<file path="config.mk">
export PLATFORM = sky130hd
export DESIGN_NAME = status_ind
export DESIGN_NICKNAME = d
export VERILOG_FILES = /design/src/shared/status_ind_pkg.sv /design/src/core/status_ind.sv
export SDC_FILE = /design/constraint.sdc
export NUM_CORES = 1
export LEC_CHECK = 0
export BUFFER_PORTS_ARGS = -buffer_cell sky130_fd_sc_hd__buf_2
export CAP_MARGIN = 20
export CORE_MARGIN = 1.5
export CORE_UTILIZATION = 56
export CTS_BUF_LIST = sky130_fd_sc_hd__clkbuf_16
export DETAILED_ROUTE_END_ITERATION = 8
export GPL_TIMING_DRIVEN = 0
export PLACE_DENSITY = 0.85
export SLEW_MARGIN = 10
export SYNTH_ARGS = -nofsm -noshare
export SYNTH_HDL_FRONTEND = slang
export SYNTH_SLANG_ARGS = --single-unit
</file>
<file path="constraint.sdc">
create_clock -name ref_clk -period 4.8 [get_ports ref_clk]
set_clock_uncertainty 0.2 [all_clocks]
set_input_delay 0.48 -clock ref_clk [delete_from_list [all_inputs] [get_ports ref_clk]]
set_output_delay 0.48 -clock ref_clk [all_outputs]
set_load 0.02 [all_outputs]
</file>
<file path="src/shared/status_ind_pkg.sv">
`default_nettype none
package status_ind_pkg;
  // Time base
  localparam int unsigned CLK_HZ         = 25_000_000;
  localparam int unsigned TICK_US        = 1000;
  localparam int unsigned TICK_CYCLES    = CLK_HZ / 1_000_000 * TICK_US;
  // Blink phase times in milliseconds
  localparam int unsigned SEARCH_HI_MS   = 200;
  localparam int unsigned SEARCH_LO_MS   = 1800;
  localparam int unsigned IDLE_HI_MS     = 1800;
  localparam int unsigned IDLE_LO_MS     = 200;
  localparam int unsigned XFER_HI_MS     = 125;
  localparam int unsigned XFER_LO_MS     = 125;
  // Least low time of the ring indicator
  localparam int unsigned RING_MIN_MS    = 120;
  localparam int unsigned MS_W           = 11;
  // Function level codes
  localparam logic [2:0]  FUN_MIN        = 3'h0;
  localparam logic [2:0]  FUN_FULL       = 3'h1;
  localparam logic [2:0]  FUN_AIR        = 3'h4;

  // Network state presented by the modem core
  typedef enum logic [1:0] {
    NET_OFF,
    NET_SEARCH,
    NET_IDLE,
    NET_XFER
  } net_state_t;

  // Operating mode derived from the function level and the pin
  typedef enum logic [1:0] {
    MODE_MIN,
    MODE_FULL,
    MODE_AIR
  } op_mode_t;

  // Radio control outputs travel together
  typedef struct packed {
    op_mode_t mode;
    logic     rf_en;
  } radio_t;
endpackage
`default_nettype wire

</file>
<file path="src/core/status_ind.sv">
`timescale 1ns/1ps
`default_nettype none
module status_ind
  import status_ind_pkg::*;
#(
  parameter int unsigned TICK_CYC = TICK_CYCLES, // Cycles per millisecond
  parameter int unsigned N_PORTS  = 3            // Report output ports
)(
  // Clock and reset
  input  wire logic               ref_clk,
  input  wire logic               arst_n,
  // Core side
  input  wire logic               powered_on,
  input  wire net_state_t         net_state,
  input  wire logic [N_PORTS-1:0] urc_raise,
  input  wire logic               urc_sent,
  input  wire logic [2:0]         function_level_command,
  input  wire logic               fun_load,
  input  wire logic               airplane_pin_en,
  input  wire logic               cfg_load,
  input  wire logic               enter_low_power,
  // Pins
  input  wire logic               rf_disable_n,
  input  wire logic               low_power_wake_in,
  output var  logic               network_activity_led,
  output var  logic               status_out,
  output var  logic               ring_indicator_out,
  output var  logic               low_power_state_out,
  output var  radio_t             radio,
  // Register bus
  input  wire logic [3:0]         reg_addr,
  input  wire logic [31:0]        reg_wdata,
  input  wire logic               reg_wr,
  input  wire logic               reg_rd,
  output var  logic [31:0]        reg_rdata,
  output var  logic               irq
);

  // ==========================================================
  // Register map
  localparam logic [3:0] A_STAT = 4'h0; // Sticky event status
  localparam logic [3:0] A_MASK = 4'h4; // Interrupt mask
  localparam logic [3:0] A_STATE = 4'h8; // Live state view
  localparam int unsigned EV_W  = 3;    // Report, wake, mode change

  // ==========================================================
  // Pin synchronisers
  logic [1:0] rfd_sync_q;   // RF-disable pin, two stages
  logic [1:0] wake_sync_q;  // Wake pin, two stages
  logic       rfd_n;        // Synchronised RF-disable
  logic       wake;         // Synchronised wake

  // Only stage two is read; stage one may be metastable
  always_ff @(posedge ref_clk or negedge arst_n)
  begin
    if (!arst_n)
    begin
      rfd_sync_q  <= 2'h3;
      wake_sync_q <= 2'h0;
    end
    else
    begin
      rfd_sync_q  <= {rfd_sync_q[0], rf_disable_n};
      wake_sync_q <= {wake_sync_q[0], low_power_wake_in};
    end
  end
  assign rfd_n = rfd_sync_q[1];
  assign wake  = wake_sync_q[1];

  // ==========================================================
  // Millisecond tick
  logic [15:0] pre_q;  // Prescaler
  logic        ms_q;   // One-cycle tick pulse

  // Every phase counts whole milliseconds off this tick
  always_ff @(posedge ref_clk or negedge arst_n)
  begin
    if (!arst_n)
    begin
      pre_q <= 16'h0000;
      ms_q  <= 1'b0;
    end
    else if (pre_q == 16'(TICK_CYC - 1))
    begin
      pre_q <= 16'h0000;
      ms_q  <= 1'b1;
    end
    else
    begin
      pre_q <= pre_q + 16'h0001;
      ms_q  <= 1'b0;
    end
  end

  // ==========================================================
  // Network activity blinker
  function automatic logic [MS_W-1:0] phase_len(net_state_t s,
                                                 logic hi);
    logic [MS_W-1:0] r;
    r = '0;
    case (s)
      NET_SEARCH: r = hi ? MS_W'(SEARCH_HI_MS) : MS_W'(SEARCH_LO_MS);
      NET_IDLE:   r = hi ? MS_W'(IDLE_HI_MS) : MS_W'(IDLE_LO_MS);
      NET_XFER:   r = hi ? MS_W'(XFER_HI_MS) : MS_W'(XFER_LO_MS);
      default:    r = '0;
    endcase
    return r;
  endfunction

  net_state_t      last_state_q;  // State seen last cycle
  logic [MS_W-1:0] blink_ms_q;    // Milliseconds spent in phase
  logic            blink_hi_q;    // Current phase level

  // A state change restarts the pattern on its high phase
  always_ff @(posedge ref_clk or negedge arst_n)
  begin
    if (!arst_n)
    begin
      last_state_q <= NET_OFF;
      blink_ms_q   <= '0;
      blink_hi_q   <= 1'b0;
    end
    else
    begin
      last_state_q <= net_state;
      if (net_state != last_state_q || net_state == NET_OFF)
      begin
        blink_ms_q <= '0;
        blink_hi_q <= (net_state != NET_OFF);
      end
      else if (ms_q)
      begin
        if (blink_ms_q == phase_len(net_state, blink_hi_q) - 1'b1)
        begin
          blink_ms_q <= '0;
          blink_hi_q <= !blink_hi_q;
        end
        else
          blink_ms_q <= blink_ms_q + 1'b1;
      end
    end
  end

  // ==========================================================
  // Status and activity outputs
  always_ff @(posedge ref_clk or negedge arst_n)
  begin
    if (!arst_n)
    begin
      status_out           <= 1'b0;
      network_activity_led <= 1'b0;
    end
    else
    begin
      status_out           <= powered_on;
      network_activity_led <= blink_hi_q;
    end
  end

  // ==========================================================
  // Ring indicator
  logic [7:0] ring_ms_q;   // Low time elapsed
  logic       ring_min_q;  // Least low time reached
  logic       sent_q;      // Report data has gone out

  // Any port raises the ring; it holds low until both the least
  // time has passed and the data went out. A new report restarts.
  always_ff @(posedge ref_clk or negedge arst_n)
  begin
    if (!arst_n)
    begin
      ring_indicator_out <= 1'b1;
      ring_ms_q          <= 8'h00;
      ring_min_q         <= 1'b0;
      sent_q             <= 1'b0;
    end
    else if (|urc_raise)
    begin
      ring_indicator_out <= 1'b0;
      ring_ms_q          <= 8'h00;
      ring_min_q         <= 1'b0;
      sent_q             <= urc_sent;
    end
    else if (!ring_indicator_out)
    begin
      if (urc_sent)
        sent_q <= 1'b1;
      if (ms_q && !ring_min_q)
      begin
        ring_ms_q <= ring_ms_q + 8'h01;
        if (ring_ms_q == 8'(RING_MIN_MS - 1))
          ring_min_q <= 1'b1;
      end
      if (ring_min_q && (sent_q || urc_sent))
        ring_indicator_out <= 1'b1;
    end
  end

  // ==========================================================
  // Function level and airplane pin control
  logic [2:0] fun_q;     // Requested function level
  logic       pin_en_q;  // Airplane pin control enabled
  radio_t     radio_d;   // Next radio state

  // Pin control stays off after reset until configured
  always_ff @(posedge ref_clk or negedge arst_n)
  begin
    if (!arst_n)
    begin
      fun_q    <= FUN_FULL;
      pin_en_q <= 1'b0;
    end
    else
    begin
      if (fun_load)
        fun_q <= function_level_command;
      if (cfg_load)
        pin_en_q <= airplane_pin_en;
    end
  end

  // Unknown levels fall back to minimum, the safe radio-off mode
  always_comb
  begin
    radio_d = '{mode: MODE_MIN, rf_en: 1'b0};
    if (pin_en_q && !rfd_n)
      radio_d = '{mode: MODE_AIR, rf_en: 1'b0};
    else
      case (fun_q)
        FUN_FULL: radio_d = '{mode: MODE_FULL, rf_en: 1'b1};
        FUN_AIR:  radio_d = '{mode: MODE_AIR, rf_en: 1'b0};
        default:  radio_d = '{mode: MODE_MIN, rf_en: 1'b0};
      endcase
  end

  always_ff @(posedge ref_clk or negedge arst_n)
  begin
    if (!arst_n)
      radio <= '{mode: MODE_MIN, rf_en: 1'b0};
    else
      radio <= radio_d;
  end

  // ==========================================================
  // Low-power state
  // Wake wins over a same-cycle entry so the host is never missed
  always_ff @(posedge ref_clk or negedge arst_n)
  begin
    if (!arst_n)
      low_power_state_out <= 1'b0;
    else if (wake)
      low_power_state_out <= 1'b0;
    else if (enter_low_power)
      low_power_state_out <= 1'b1;
  end

  // ==========================================================
  // Event status, mask and register reads
  logic [EV_W-1:0] stat_q;  // Sticky events
  logic [EV_W-1:0] mask_q;  // Interrupt enables
  logic [EV_W-1:0] ev;      // This cycle's events

  assign ev = {radio_d != radio, wake && low_power_state_out,
               |urc_raise};

  // Set beats a write-one clear in the same cycle
  always_ff @(posedge ref_clk or negedge arst_n)
  begin
    if (!arst_n)
    begin
      stat_q <= '0;
      mask_q <= '0;
    end
    else
    begin
      if (reg_wr && reg_addr == A_MASK)
        mask_q <= reg_wdata[EV_W-1:0];
      if (reg_wr && reg_addr == A_STAT)
        stat_q <= (stat_q & ~reg_wdata[EV_W-1:0]) | ev;
      else
        stat_q <= stat_q | ev;
    end
  end

  // Read data stands one cycle after the strobe; unmapped read zero
  always_ff @(posedge ref_clk or negedge arst_n)
  begin
    if (!arst_n)
    begin
      reg_rdata <= 32'h0000_0000;
      irq       <= 1'b0;
    end
    else
    begin
      irq <= |(stat_q & mask_q);
      if (!reg_rd)
        reg_rdata <= 32'h0000_0000;
      else
        case (reg_addr)
          A_STAT:  reg_rdata <= {29'h0, stat_q};
          A_MASK:  reg_rdata <= {29'h0, mask_q};
          A_STATE: reg_rdata <= {24'h0, pin_en_q, low_power_state_out,
                                 ring_indicator_out, radio.mode,
                                 radio.rf_en, network_activity_led,
                                 status_out};
          default: reg_rdata <= 32'h0000_0000;
        endcase
    end
  end

  // ==========================================================
  // Checks
  a_pin_gated: assert property (@(posedge ref_clk) disable iff (!arst_n)
    !pin_en_q && fun_q == FUN_FULL |=> radio.rf_en)
    else $error("RF dropped while pin control disabled");

  a_air_forced: assert property (@(posedge ref_clk) disable iff (!arst_n)
    pin_en_q && !rfd_n |=> radio.mode == MODE_AIR && !radio.rf_en)
    else $error("Pin low did not force airplane mode");

  a_fun_min: assert property (@(posedge ref_clk) disable iff (!arst_n)
    rfd_n && fun_q == FUN_MIN |=> radio.mode == MODE_MIN)
    else $error("Level zero did not give minimum mode");

  a_status_on: assert property (@(posedge ref_clk) disable iff (!arst_n)
    powered_on |=> status_out)
    else $error("Status not high while on");

  a_ring_fall: assert property (@(posedge ref_clk) disable iff (!arst_n)
    |urc_raise |=> !ring_indicator_out)
    else $error("Report did not pull ring low");

  a_ring_min: assert property (@(posedge ref_clk) disable iff (!arst_n)
    $rose(ring_indicator_out) |-> $past(ring_min_q))
    else $error("Ring released before least low time");

  a_phase_reset: assert property (@(posedge ref_clk) disable iff (!arst_n)
    net_state != last_state_q && net_state != NET_OFF
      |=> blink_hi_q && blink_ms_q == '0)
    else $error("Pattern did not restart on state change");

  a_xfer_toggle: assert property (@(posedge ref_clk) disable iff (!arst_n)
    net_state == NET_XFER && last_state_q == NET_XFER && ms_q
      && blink_ms_q == MS_W'(XFER_HI_MS - 1) && $stable(net_state)
      |=> $changed(blink_hi_q))
    else $error("Transfer phase did not end at 125 ms");

  a_search_len: assert property (@(posedge ref_clk) disable iff (!arst_n)
    net_state == NET_SEARCH && blink_hi_q
      |-> blink_ms_q < MS_W'(SEARCH_HI_MS))
    else $error("Search high phase overran");

  a_idle_len: assert property (@(posedge ref_clk) disable iff (!arst_n)
    net_state == NET_IDLE && !blink_hi_q
      |-> blink_ms_q < MS_W'(IDLE_LO_MS))
    else $error("Idle low phase overran");

  a_wake_exit: assert property (@(posedge ref_clk) disable iff (!arst_n)
    wake |=> !low_power_state_out)
    else $error("Wake did not leave low power");

endmodule // status_ind
`default_nettype wire

</file>
; Word-level counts from Yosys, hierarchy flattened
; Cells that the tools add are included.
[totals]
ff_bits = 95
inputBits = 56
out_inout_bits = 40
elab_cells = 103
[classes]
addsub = 4
eq_ne = 13
n_mux = 33
n_bitwise = 5
reduce_logical = 26
[ops]
columns = operator, count
row1 = 11-bit two-way mux, 7
row2 = 11-bit case mux with 3 select lines, 1
row3 = 8-bit two-way mux, 4
row4 = 8-bit case mux with 3 select lines, 1
row5 = "16-bit by 1-bit adder with 16-bit output, second input constant", 1
row6 = "16-bit by 15-bit == test with 1-bit output, second input constant", 1
row7 = 1-bit two-way mux, 16
row8 = 16-bit two-way mux, 1
row9 = 2-bit nonzero test, 7
row10 = "11-bit by 1-bit adder with 11-bit output, second input constant", 1
row11 = 11-bit == test, 1
row12 = "11-bit by 1-bit subtractor with 11-bit output, second input constant", 1
row13 = "8-bit by 1-bit adder with 8-bit output, second input constant", 1
row14 = "8-bit by 7-bit == test with 1-bit output, second input constant", 1
row15 = 3-bit AND, 2
row16 = 1-bit logical AND, 6
row17 = 3-bit two-way mux, 2
row18 = 3-bit OR, 2
row19 = 3-bit case mux with 2 select lines, 1
row20 = 2-bit AND reduction, 3
row21 = 3-bit OR reduction, 2
row22 = "2-bit == test, second input constant", 2
row23 = "4-bit by 3-bit == test with 1-bit output, second input constant", 1
row24 = "4-bit == test, second input constant", 1
row25 = 12 further kinds, 15

; Logic depth before layout (Yosys ltp)
; Gate-level depths: netlist of run 1.
[logic_depth]
word_depth = 9
ltp_mapped = 7

; Least setup slack after synthesis of run 1
; No wires, ideal clock.
[synth_path]
kind = input to register
from = in net_state[0]
to = reg blink_hi_q
setup_time_ps = 82
t_arrival_ps = 2056
t_required_ps = 4518
path_slack_ps = 2463
cell_stages = 7
path_buffers = 0
path_cell_list = inv_1 ha_1 or4b_1 o21ai_2 nand3_2 or4_1 a31oi_1
[synth_between]
elab_chain_len = 8
elab_cells_between_ends = 16
classes_between = 1 x add/sub / 5 x eq/ne / 4 x mux / 6 x reduce/logical
[synth_lines]
columns = item, line_no
row1 = from (decl), status_ind.sv:14  ; input wire net_state_t net_state,
row2 = 2-bit == test or 2-bit by 1-bit == test with 1-bit output (tied branches), status_ind.sv:101  ; case (s)
row3 = 11-bit case mux with 3 select lines, status_ind.sv:101
row4 = 11-bit two-way mux, status_ind.sv:131  ; else if (ms_q)
row5 = 11-bit two-way mux, status_ind.sv:126  ; if (net_state != last_state_q || net_state == NET_OFF)
row6 = 11-bit by 1-bit subtractor with 11-bit output, status_ind.sv:133  ; if (blink_ms_q == phase_len(net_state, blink_hi_q) - 1'b1)
row7 = 11-bit == test, status_ind.sv:133
row8 = 2-bit nonzero test (no line), n/a
row9 = 2-bit AND reduction (no line), n/a
row10 = to (signal assigned), status_ind.sv:129  ; blink_hi_q <= (net_state != NET_OFF);
row11 = to (signal assigned), status_ind.sv:136  ; blink_hi_q <= !blink_hi_q;
row12 = to (decl), status_ind.sv:112  ; logic blink_hi_q;
; Several ways; a longest one is shown, not always the timed one. The select of a mux whose other input is x is not followed.
; A chain may end at the register's enable or synchronous reset.

; Worst setup path after layout of run 1
; Ends and elaborated chain as after synthesis.

==> results of run 1 <==
==> state kept, by name, summed over array words and instances (netlist names) <==
signal	count
blink_ms_q	11
irq	1
ring_ms_q	8
last_state_q	2
reg_rdata	8
pin_en_q	1
ring_min_q	1
mask_q	3
stat_q	3
fun_q	3
low_power_state_out	1
status_out	1
rfd_sync_q	2
ms_q	1
wake_sync_q	2
radio	2
network_activity_led	1
sent_q	1
ring_indicator_out	1
pre_q	16
blink_hi_q	1
==> layer usage <==
metal	vias to the layer above	share of wire [%]	GRT usage [%]
li1	1226	-	-
met1	1253	41	28.0
met2	93	51	40.9
met3	14	5.9	6.14
met4	0	2.2	9.14
met5	-	0	0
==> final cells by class <==
type,count,area (um2)
Buffer,29,203
Clock inverter,7,66.3
Multi-Input combinational cell,238,1490
Timing Repair Buffer,42,240
Sequential cell,70,1760
Tap cell,75,93.8
Inverter,6,22.5
Clock buffer,9,225
Fill cell,423,1790
==> layout by cell type (no fill, tap or decap), types with 7 or more instances in the layout <==
cell type   n
dfrtp_1    66
buf_2      39
nor2_1     35
nand2_1    26
buf_4      26
conb_1     24
xor2_1     16
nand3_1    14
nor3_1     12
xnor2_1    12
clkbuf_16   9
nand4_1     8
mux2_2      8
inv_1       7
==> what timing repair did <==
item / CTS / global route
gates resized for setup: 0 / 0
setup buffers: 0 / 0
hold buffers: 1 / 0
endpoints found under the hold margin: 19 / 0
==> worst max path at each step <==
stage | startpoint | to | slack, ns | cells past startpoint
4_1_cts | net_state[1] | blink_hi_q$_DFFE_PN0P_ | 2.48 | 8
3_3_place_gp | net_state[0] | blink_hi_q$_DFFE_PN0P_ | 2.21 | 8
6_report | net_state[0] | blink_hi_q$_DFFE_PN0P_ | 2.48 | 8
3_5_place_dp | net_state[0] | blink_hi_q$_DFFE_PN0P_ | 2.14 | 8
2_1_floorplan | net_state[0] | blink_hi_q$_DFFE_PN0P_ | 2.46 | 7
5_1_grt | net_state[0] | blink_ms_q[2]$_DFFE_PN0P_ | 2.31 | 8
==> report_power, final <==
part | internal, mW | switching [mW] | total, mW
logic | 0.0573 | 0.0793 | 0.137
registers | 0.612 | 0.0181 | 0.631
clock network | 0.398 | 0.245 | 0.643
total | 1.07 | 0.343 | 1.41
==> worst register-to-register path, cell delays in order (launching register included) <==
cell      delay (ns)
dfrtp_1         0.44
mux2_2          0.42
nor3_1          0.23
o21ai_0         0.20
o21ai_1         0.45
o211ai_1        0.17
==> cells by family after synthesis <==
kind of cell	synth area share, %
compound gates	6.36
buf+inv	6.66
simple gates	20.7
mux	4.81
flops	51.9
xor+xnor	7.25
fa+ha+maj	2.22
other cells	0.111
==> stage by stage <==
step | instance area (um2) | utilization [%]
after floorplan | 3470 | -
after global placement | 3760 | 63.9
after detailed placement | 3790 | 64.5
after CTS | 4100 | 69.6
after global routing | 4100 | 69.6
final | 4100 | 69.6
==> out/qor.yml, run 1 <==
status: "completed"
start_kind: "input port"
clk_latency_ns: 0.33
synth-main-ff-cell: "dfrtp_1"
fin_crit_sh_pct: 48.4
clkTransAtPathRegs_ns: 0.05
max-vdd-ir-drop_uv: 250
vias: 2586
hold_class: "in -> reg"
initial_utilization_pct: 57.5
cpMaxStageDelayCell: "or4_1"
cts.path.max_buffers: 2
setup_viol: 0
antenna_found_initial: 0
instances_no_fill: 476
synth_edf_count: 0
firstDrtPassIters: 4
portBuffers: 40
drt-total-wl_um: 6820
ys_seq_elements: 70
ff2ff_path_depth: 5
coreArea_mm2: 0.00589
gp_congestion: 0.872
diodes: 0
slew_headroom_pct: 41.1
drive_gt1_share_pct: 24.7
drc: 0
rows: 28
fin_tns_setup_ns: 0
synth_top_area_cell: "dfrtp_1"
end_kind: "flop"
finalHoldViolations: 0
dp_cells: 459
critPathTopFamily: "simple AND/OR/NAND/NOR gates"
cts.sinks: 70
via_per_inst: 5.43
antenna_left: 0
synth_warnings: 0
avgRoutedWirePerCell_um: 14.3
dieArea_mm2: 0.00652
ys_async_sr_fraction_pct: 100
post-route-min-period_ns: 2.32
h-tree-depth: 3
synth.most_common_cell: "dfrtp_1"
crit_type: "in -> reg"
die_w_um: 80.7
synth_area_leaders: "dfrtp_1 (49%), buf_4 (5.5%), xor2_1 (4.1%)"
drtIter0Drc: 134
grt_use_total_pct: 23.6
preCtsSetupSlack_ns: 2.14
area_growth_pct: 21.0
dp_hpwl_um: 4760
yosysTopAreaCellShare_pct: 48.8
reg2reg_to: "blink_ms_q[2]$_DFFE_PN0P_"
leakage_nw: 1.90
r2r_start: "blink_hi_q$_DFFE_PN0P_"
grt_pass1_vias: 2563
holdPathEnd: "rfd_sync_q[0]$_DFF_PN1_"
total_power_mw: 1.41
r2r_slack_ns: 2.56
ioPinCount: 96
cp.buffers_inverters: 2
grt_max_degree: 51
gr-total-overflow: 0
cp_max_fo: 6
ys_seq_area_share_pct: 51.9
netlist_top_cells_count: "dfrtp_1 (66), nor2_1 (35), nand2_1 (26)"
clock.fmax_mhz: 430
grt_pass1_wl_um: 11500
holdPathStages: 1
cpPeakStageDelay_ns: 0.49
power_density_mw_per_mm2: 344
required_ns: 4.85
grt_setup_unrepaired: "no"
synth_cell_type_count: 52
die_h_um: 80.7
cts_root_buf: "clkbuf_16"
cts_buffers: 9
drv_slew: 0
arrival_ns: 2.37
avgSynthCellArea_um2: 10.6
crit_chain: "buf_2 -> inv_1 -> ha_1 -> or4b_1 -> o21ai_2 -> nand3_2 -> or4_1 -> a31oi_1"
netlist_instances: 320
cap_violations: 0
fin_hold_ws_ns: 0.0493
postLayoutSetupSlackWorst_ns: 2.48
tightest_slew_ns: 0.876
layout.nets: 458
syn-cell-area_mm2: 0.00338
min-delay-start: "rf_disable_n"
cts_tree: "built"
Power figures use the tool's default switching activity.
==> inputs of run 2 (changes only) <==
CORE_UTILIZATION = 47   (was 56)
PLACE_DENSITY = 0.76   (was 0.85)
clock period = 2.1 ns   (was 4.8 ns; I/O delays follow)
==> run 2 against run 1 <==
Critical path depth fell by 3. Cell count rose by 9.0%. Largest cell class unchanged. First-iteration DRC count rose by 9.0%. Die area rose by 18%. Clock power rose to 2.5 times the previous value. Highest routed layer unchanged. Non-clock buffer count rose by 22. Critical path type is now reg -> reg. Sequential share of layout area fell by 3.0 points. Worst setup slack got worse by 2.4 ns.
==> out/qor.yml, run 2 (same netlist as run 1, synthesis figures left out) <==
status: "completed"
drt-total-wl_um: 6900
grt_pass1_wl_um: 11300
avgRoutedWirePerCell_um: 13.3
required_ns: 2.14
initial_utilization_pct: 49.3
start_kind: "flop"
internal_power_mw: 2.60
dp_hpwl_um: 4620
crit_chain: "or4b_4 -> o21ai_2 -> nand3_2 -> or4_1 -> a31oi_1"
clock.fmax_mhz: 486
portBuffers: 40
pwr-share-clk_pct: 47.3
largest_register_ffs: 16
crit_type: "reg -> reg"
via_per_inst: 5.06
clkTransAtPathRegs_ns: 0.06
dieArea_mm2: 0.00772
swShare_pct: 23.6
cp.buffers_inverters: 0
postLayoutSetupSlackWorst_ns: 0.0411
r2r_start: "blink_ms_q[5]$_DFFE_PN0P_"
grt_max_degree: 59
ioPinCount: 96
h-tree-depth: 3
drtIter0Drc: 146
gr-total-overflow: 0
cts.sinks: 70
min-delay-start: "reg_addr[0]"
grt_use_total_pct: 19.2
final_common_cell: "dfrtp_1"
post-route-min-period_ns: 2.06
cts.path.max_buffers: 2
max-vdd-ir-drop_uv: 480
cp_max_fo: 4
arrival_ns: 2.10
end_kind: "flop"
cpMaxStageDelayCell: "or4b_4"
layout.nets: 480
switchingPower_mw: 0.805
gp_congestion: 0.834
clk_latency_ns: 0.33
fin_crit_sh_pct: 98.0
fin_util_pct: 64.2
cap_violations: 0
antenna_found_initial: 0
critPathTopFamily: "simple AND/OR/NAND/NOR gates"
die_h_um: 87.8
drive_gt1_share_pct: 26.2
coreArea_mm2: 0.00687
die_w_um: 87.8
max_flop_register: "pre_q"
firstDrtPassIters: 5
cpPeakStageDelay_ns: 0.55
antenna_left: 0
hold_class: "in -> reg"
area_growth_pct: 30.3
cts_buffers: 9
nFillCells: 529
power_density_mw_per_mm2: 774
grt_setup_unrepaired: "yes"
vias: 2627
largestRegisters: "pre_q x16, blink_ms_q x11"
slew_headroom_pct: 54.8
pwr-share-seq_pct: 42.2
rows: 30
startpoint: "blink_ms_q[5]$_DFFE_PN0P_"
preCtsSetupSlack_ns: -0.387
pwr-share-comb_pct: 10.4
grt_pass1_vias: 2529
diodes: 0
setup_viol: 0
drc: 0
tightest_slew_ns: 0.668
drv_slew: 0
finalHoldViolations: 0
cts_tree: "built"
cts_root_buf: "clkbuf_16"
layout_common_cells: "dfrtp_1 (65), buf_2 (39), nor2_1 (35)"
leakage_nw: 2.01
[run 2: cell type report]
cell class | instances | area [um2] | share of cell area (%)
Buffer | 29 | 203 | 4.60
Tap cell | 96 | 120 | 2.73
Sequential cell | 70 | 1760 | 39.9
Timing Repair Buffer | 64 | 453 | 10.3
Clock inverter | 7 | 96.3 | 2.19
Inverter | 6 | 22.5 | 0.511
Clock buffer | 9 | 225 | 5.11
Multi-Input combinational cell | 238 | 1530 | 34.7
[run 2: repair_timing]
| action | 4_1_cts | 5_1_grt |
|---|---|---|
| pin swaps | 0 | 2 |
| setup endpoints to repair | 15 | 11 |
| resized for setup | 4 | 7 |
| endpoints found under the hold margin | 82 | 0 |
| setup buffers | 3 | 0 |
| hold buffers | 20 | 0 |
[run 2: final timing paths]
kind / slack, ns / cells after the start / endpoint
max: 0.04 / 5 / blink_hi_q$_DFFE_PN0P_
min: 0.03 / 4 / reg_rdata[2]$_DFF_PN0_
max reg2reg: 0.04 / 5 / blink_hi_q$_DFFE_PN0P_
min reg2reg: 0.15 / 0 / rfd_sync_q[1]$_DFF_PN1_
max in group asynchronous: 1.05 / 3 / rfd_sync_q[0]$_DFF_PN1_
min in group asynchronous: 0.08 / 2 / ring_ms_q[4]$_DFFE_PN0P_
[run 2: power by group through the flow]
stage	clock, mW	combinational, mW	sequential, mW
after floorplan	0	0.187	1.47
after global placement	0	0.292	1.46
after detailed placement	0	0.309	1.46
after CTS	1.64	0.349	1.44
after global routing	1.71	0.390	1.44
final	1.61	0.356	1.44
[run 2: tightest hold or removal path, cell delays in order]
cell	delay, ns
buf_2	0.09
nor2_1	0.04
nand2_1	0.12
nor2_1	0.06
[run 2: metrics by stage]
| step | TNS [ns] | std cells | area (um2) | total power [mW] | hold WS (ns) |
|---|---|---|---|---|---|
| floorplan | 0 | 343 | 3470 | 1.66 | -0.286 |
| global placement | -1.93 | 479 | 3790 | 1.75 | 0.117 |
| detailed placement | -3.38 | 480 | 3820 | 1.77 | -0.119 |
| CTS | 0 | 519 | 4380 | 3.43 | 0.0303 |
| global route | -0.0825 | 519 | 4410 | 3.54 | 0.0639 |
| finish | 0 | 519 | 4410 | 3.41 | 0.0312 |
[run 2: routing by layer]
| layer | up-vias | track usage, % | share of wire, % |
|---|---|---|---|
| met5 | - | 0 | 0 |
| met4 | 0 | 9.81 | 1.7 |
| li1 | 1261 | - | - |
| met1 | 1261 | 22.5 | 43 |
| met3 | 12 | 4.90 | 5.5 |
| met2 | 93 | 32.5 | 50 |
==> inputs of run 3 (changes only) <==
CORE_UTILIZATION = 52   (was 47)
PLACE_DENSITY = 0.8   (was 0.76)
clock period = 2.05 ns   (was 2.1 ns; I/O delays follow)
==> run 3 against run 2 <==
The flow now finishes with violations (setup timing). Via count grew 0.27%. Sequential share of layout area is essentially flat. Clock power shrank 2%. Clock-buffer cell count is the same. Design area is essentially flat. Register-to-register slack lost 0.09 ns. Combinational power grew 6.2%. First-iteration DRC count shrank 43%. Core utilization grew 5.7 points. Critical path type unchanged. Largest power group unchanged. Highest routed layer unchanged.
==> out/qor.yml, run 3 (same netlist as run 1, synthesis figures left out) <==
h-tree-depth: 3
clock.fmax_mhz: 475
cts_buffers: 9
cts.path.max_buffers: 2
coreArea_mm2: 0.00631
cts.sinks: 70
drive_gt1_share_pct: 27.5
die_w_um: 83.7
cts_root_buf: "clkbuf_16"
setup_viol: 1
fin_tns_setup_ns: -0.0533
largest_register_ffs: 16
cp_max_fo: 7
violations: "setup timing"
layout_common_cells: "dfrtp_1 (65), buf_2 (39), nor2_1 (35)"
leakage_nw: 2.02
avgRoutedWirePerCell_um: 14.9
tightest_slew_ns: 0.715
crit_type: "reg -> reg"
end_kind: "flop"
start_kind: "flop"
hold_class: "in -> reg"
layout.nets: 482
drt-total-wl_um: 7490
diodes: 0
fin_util_pct: 69.8
cts_tree: "built"
max-vdd-ir-drop_uv: 647
fin_crit_sh_pct: 103
via_per_inst: 5.25
antenna_left: 0
antenna_found_initial: 0
area_growth_pct: 30.3
m1WireLength_um: 3200
gr-total-overflow: 0
power_density_mw_per_mm2: 778
postLayoutSetupSlackWorst_ns: -0.0533
status: "finished with violations"
rows: 29
fin_hold_ws_ns: 0.0203
crit_chain: "or4b_4 -> o21ai_4 -> nand3_2 -> or4_1 -> a31oi_1"
vias: 2634
drv_slew: 0
cpMaxStageDelayCell: "or4b_4"
grt_max_degree: 40
cap_violations: 0
gp_congestion: 0.834
grt_pass1_wl_um: 11900
die_h_um: 83.7
dieArea_mm2: 0.00700
ioPinCount: 96
highest_layer: "met4"
final_common_cell: "dfrtp_1"
arrival_ns: 2.15
grt_setup_unrepaired: "yes"
initial_utilization_pct: 53.6
drtIter0Drc: 83
portBuffers: 40
wl_met3_um: 387
clkTransAtPathRegs_ns: 0.06
max_flop_register: "pre_q"
dp_hpwl_um: 4430
clk_latency_ns: 0.33
grt_use_total_pct: 21.5
cpPeakStageDelay_ns: 0.51
post-route-min-period_ns: 2.10
largestRegisters: "pre_q x16, blink_ms_q x11"
drc: 0
wl_met2_um: 3760
slew_headroom_pct: 51.7
finalHoldViolations: 0
required_ns: 2.10
grt_pass1_vias: 2524
firstDrtPassIters: 4
==> run 3: changes by cell type in the layout (fill, tap and decap cells not counted), sizes merged <==
cell      previous run  this run
clkinvlp             2         1
buf                 69        71
clkinv               1         3
bufinv               2         1
==> run 3: final cells by class <==
class	instances	area, um2
Multi-Input combinational cell	238	1560
Tap cell	77	96.3
Timing Repair Buffer	66	460
Buffer	29	203
Sequential cell	70	1760
Inverter	6	22.5
Clock buffer	9	225
Fill cell	450	1910
Clock inverter	7	81.3
==> run 3: routing by layer <==
metal | vias to the layer above | global-route usage, %
li1 | 1277 | -
met1 | 1269 | 26.8
met2 | 75 | 35.1
met3 | 13 | 5.74
met4 | 0 | 9.84
met5 | - | 0
==> run 3: through the flow <==
step,setup WS (ns),area (um2),instances,power (mW)
after floorplan,0.0288,3470,343,1.70
after global placement,-0.223,3770,460,1.79
after detailed placement,-0.245,3790,461,1.81
after CTS,0.0131,4340,500,3.43
after global routing,-0.126,4410,502,3.55
final,-0.0533,4410,502,3.43
==> run 3: repair_timing <==
item,CTS,global route
endpoints found under the setup margin,16,14
hold endpoints to repair,84,0
resized for setup,6,10
pin swaps,1,2
buffers inserted,3,2
hold buffers,20,0
==> run 3: final timing paths <==
check	from	end	slack (ns)	cells after the start
max	blink_ms_q[4]$_DFFE_PN0P_	blink_hi_q$_DFFE_PN0P_	-0.05	5
min	reg_addr[0]	reg_rdata[2]$_DFF_PN0_	0.02	4
max reg2reg	blink_ms_q[4]$_DFFE_PN0P_	blink_hi_q$_DFFE_PN0P_	-0.05	5
min reg2reg	rfd_sync_q[0]$_DFF_PN1_	rfd_sync_q[1]$_DFF_PN1_	0.17	0
max in group asynchronous	arst_n	ring_indicator_out$_DFF_PN1_	0.90	3
min in group asynchronous	arst_n	ring_ms_q[4]$_DFFE_PN0P_	0.15	2
==> run 3: worst max-delay path, delay by kind of cell (launching register included) <==
family,cells,cell delay [ns]
AO/OA/AOI/OAI,2,0.24
AND/OR/NAND/NOR,3,1.14
flip-flops,1,0.44
==> run 3: where the power goes <==
part / leakage [nW] / total (mW) / internal, mW / switching [mW]
registers: 0.893 / 1.48 / 1.43 / 0.0418
logic: 0.981 / 0.378 / 0.174 / 0.205
clock network: 0.147 / 1.57 / 0.956 / 0.618
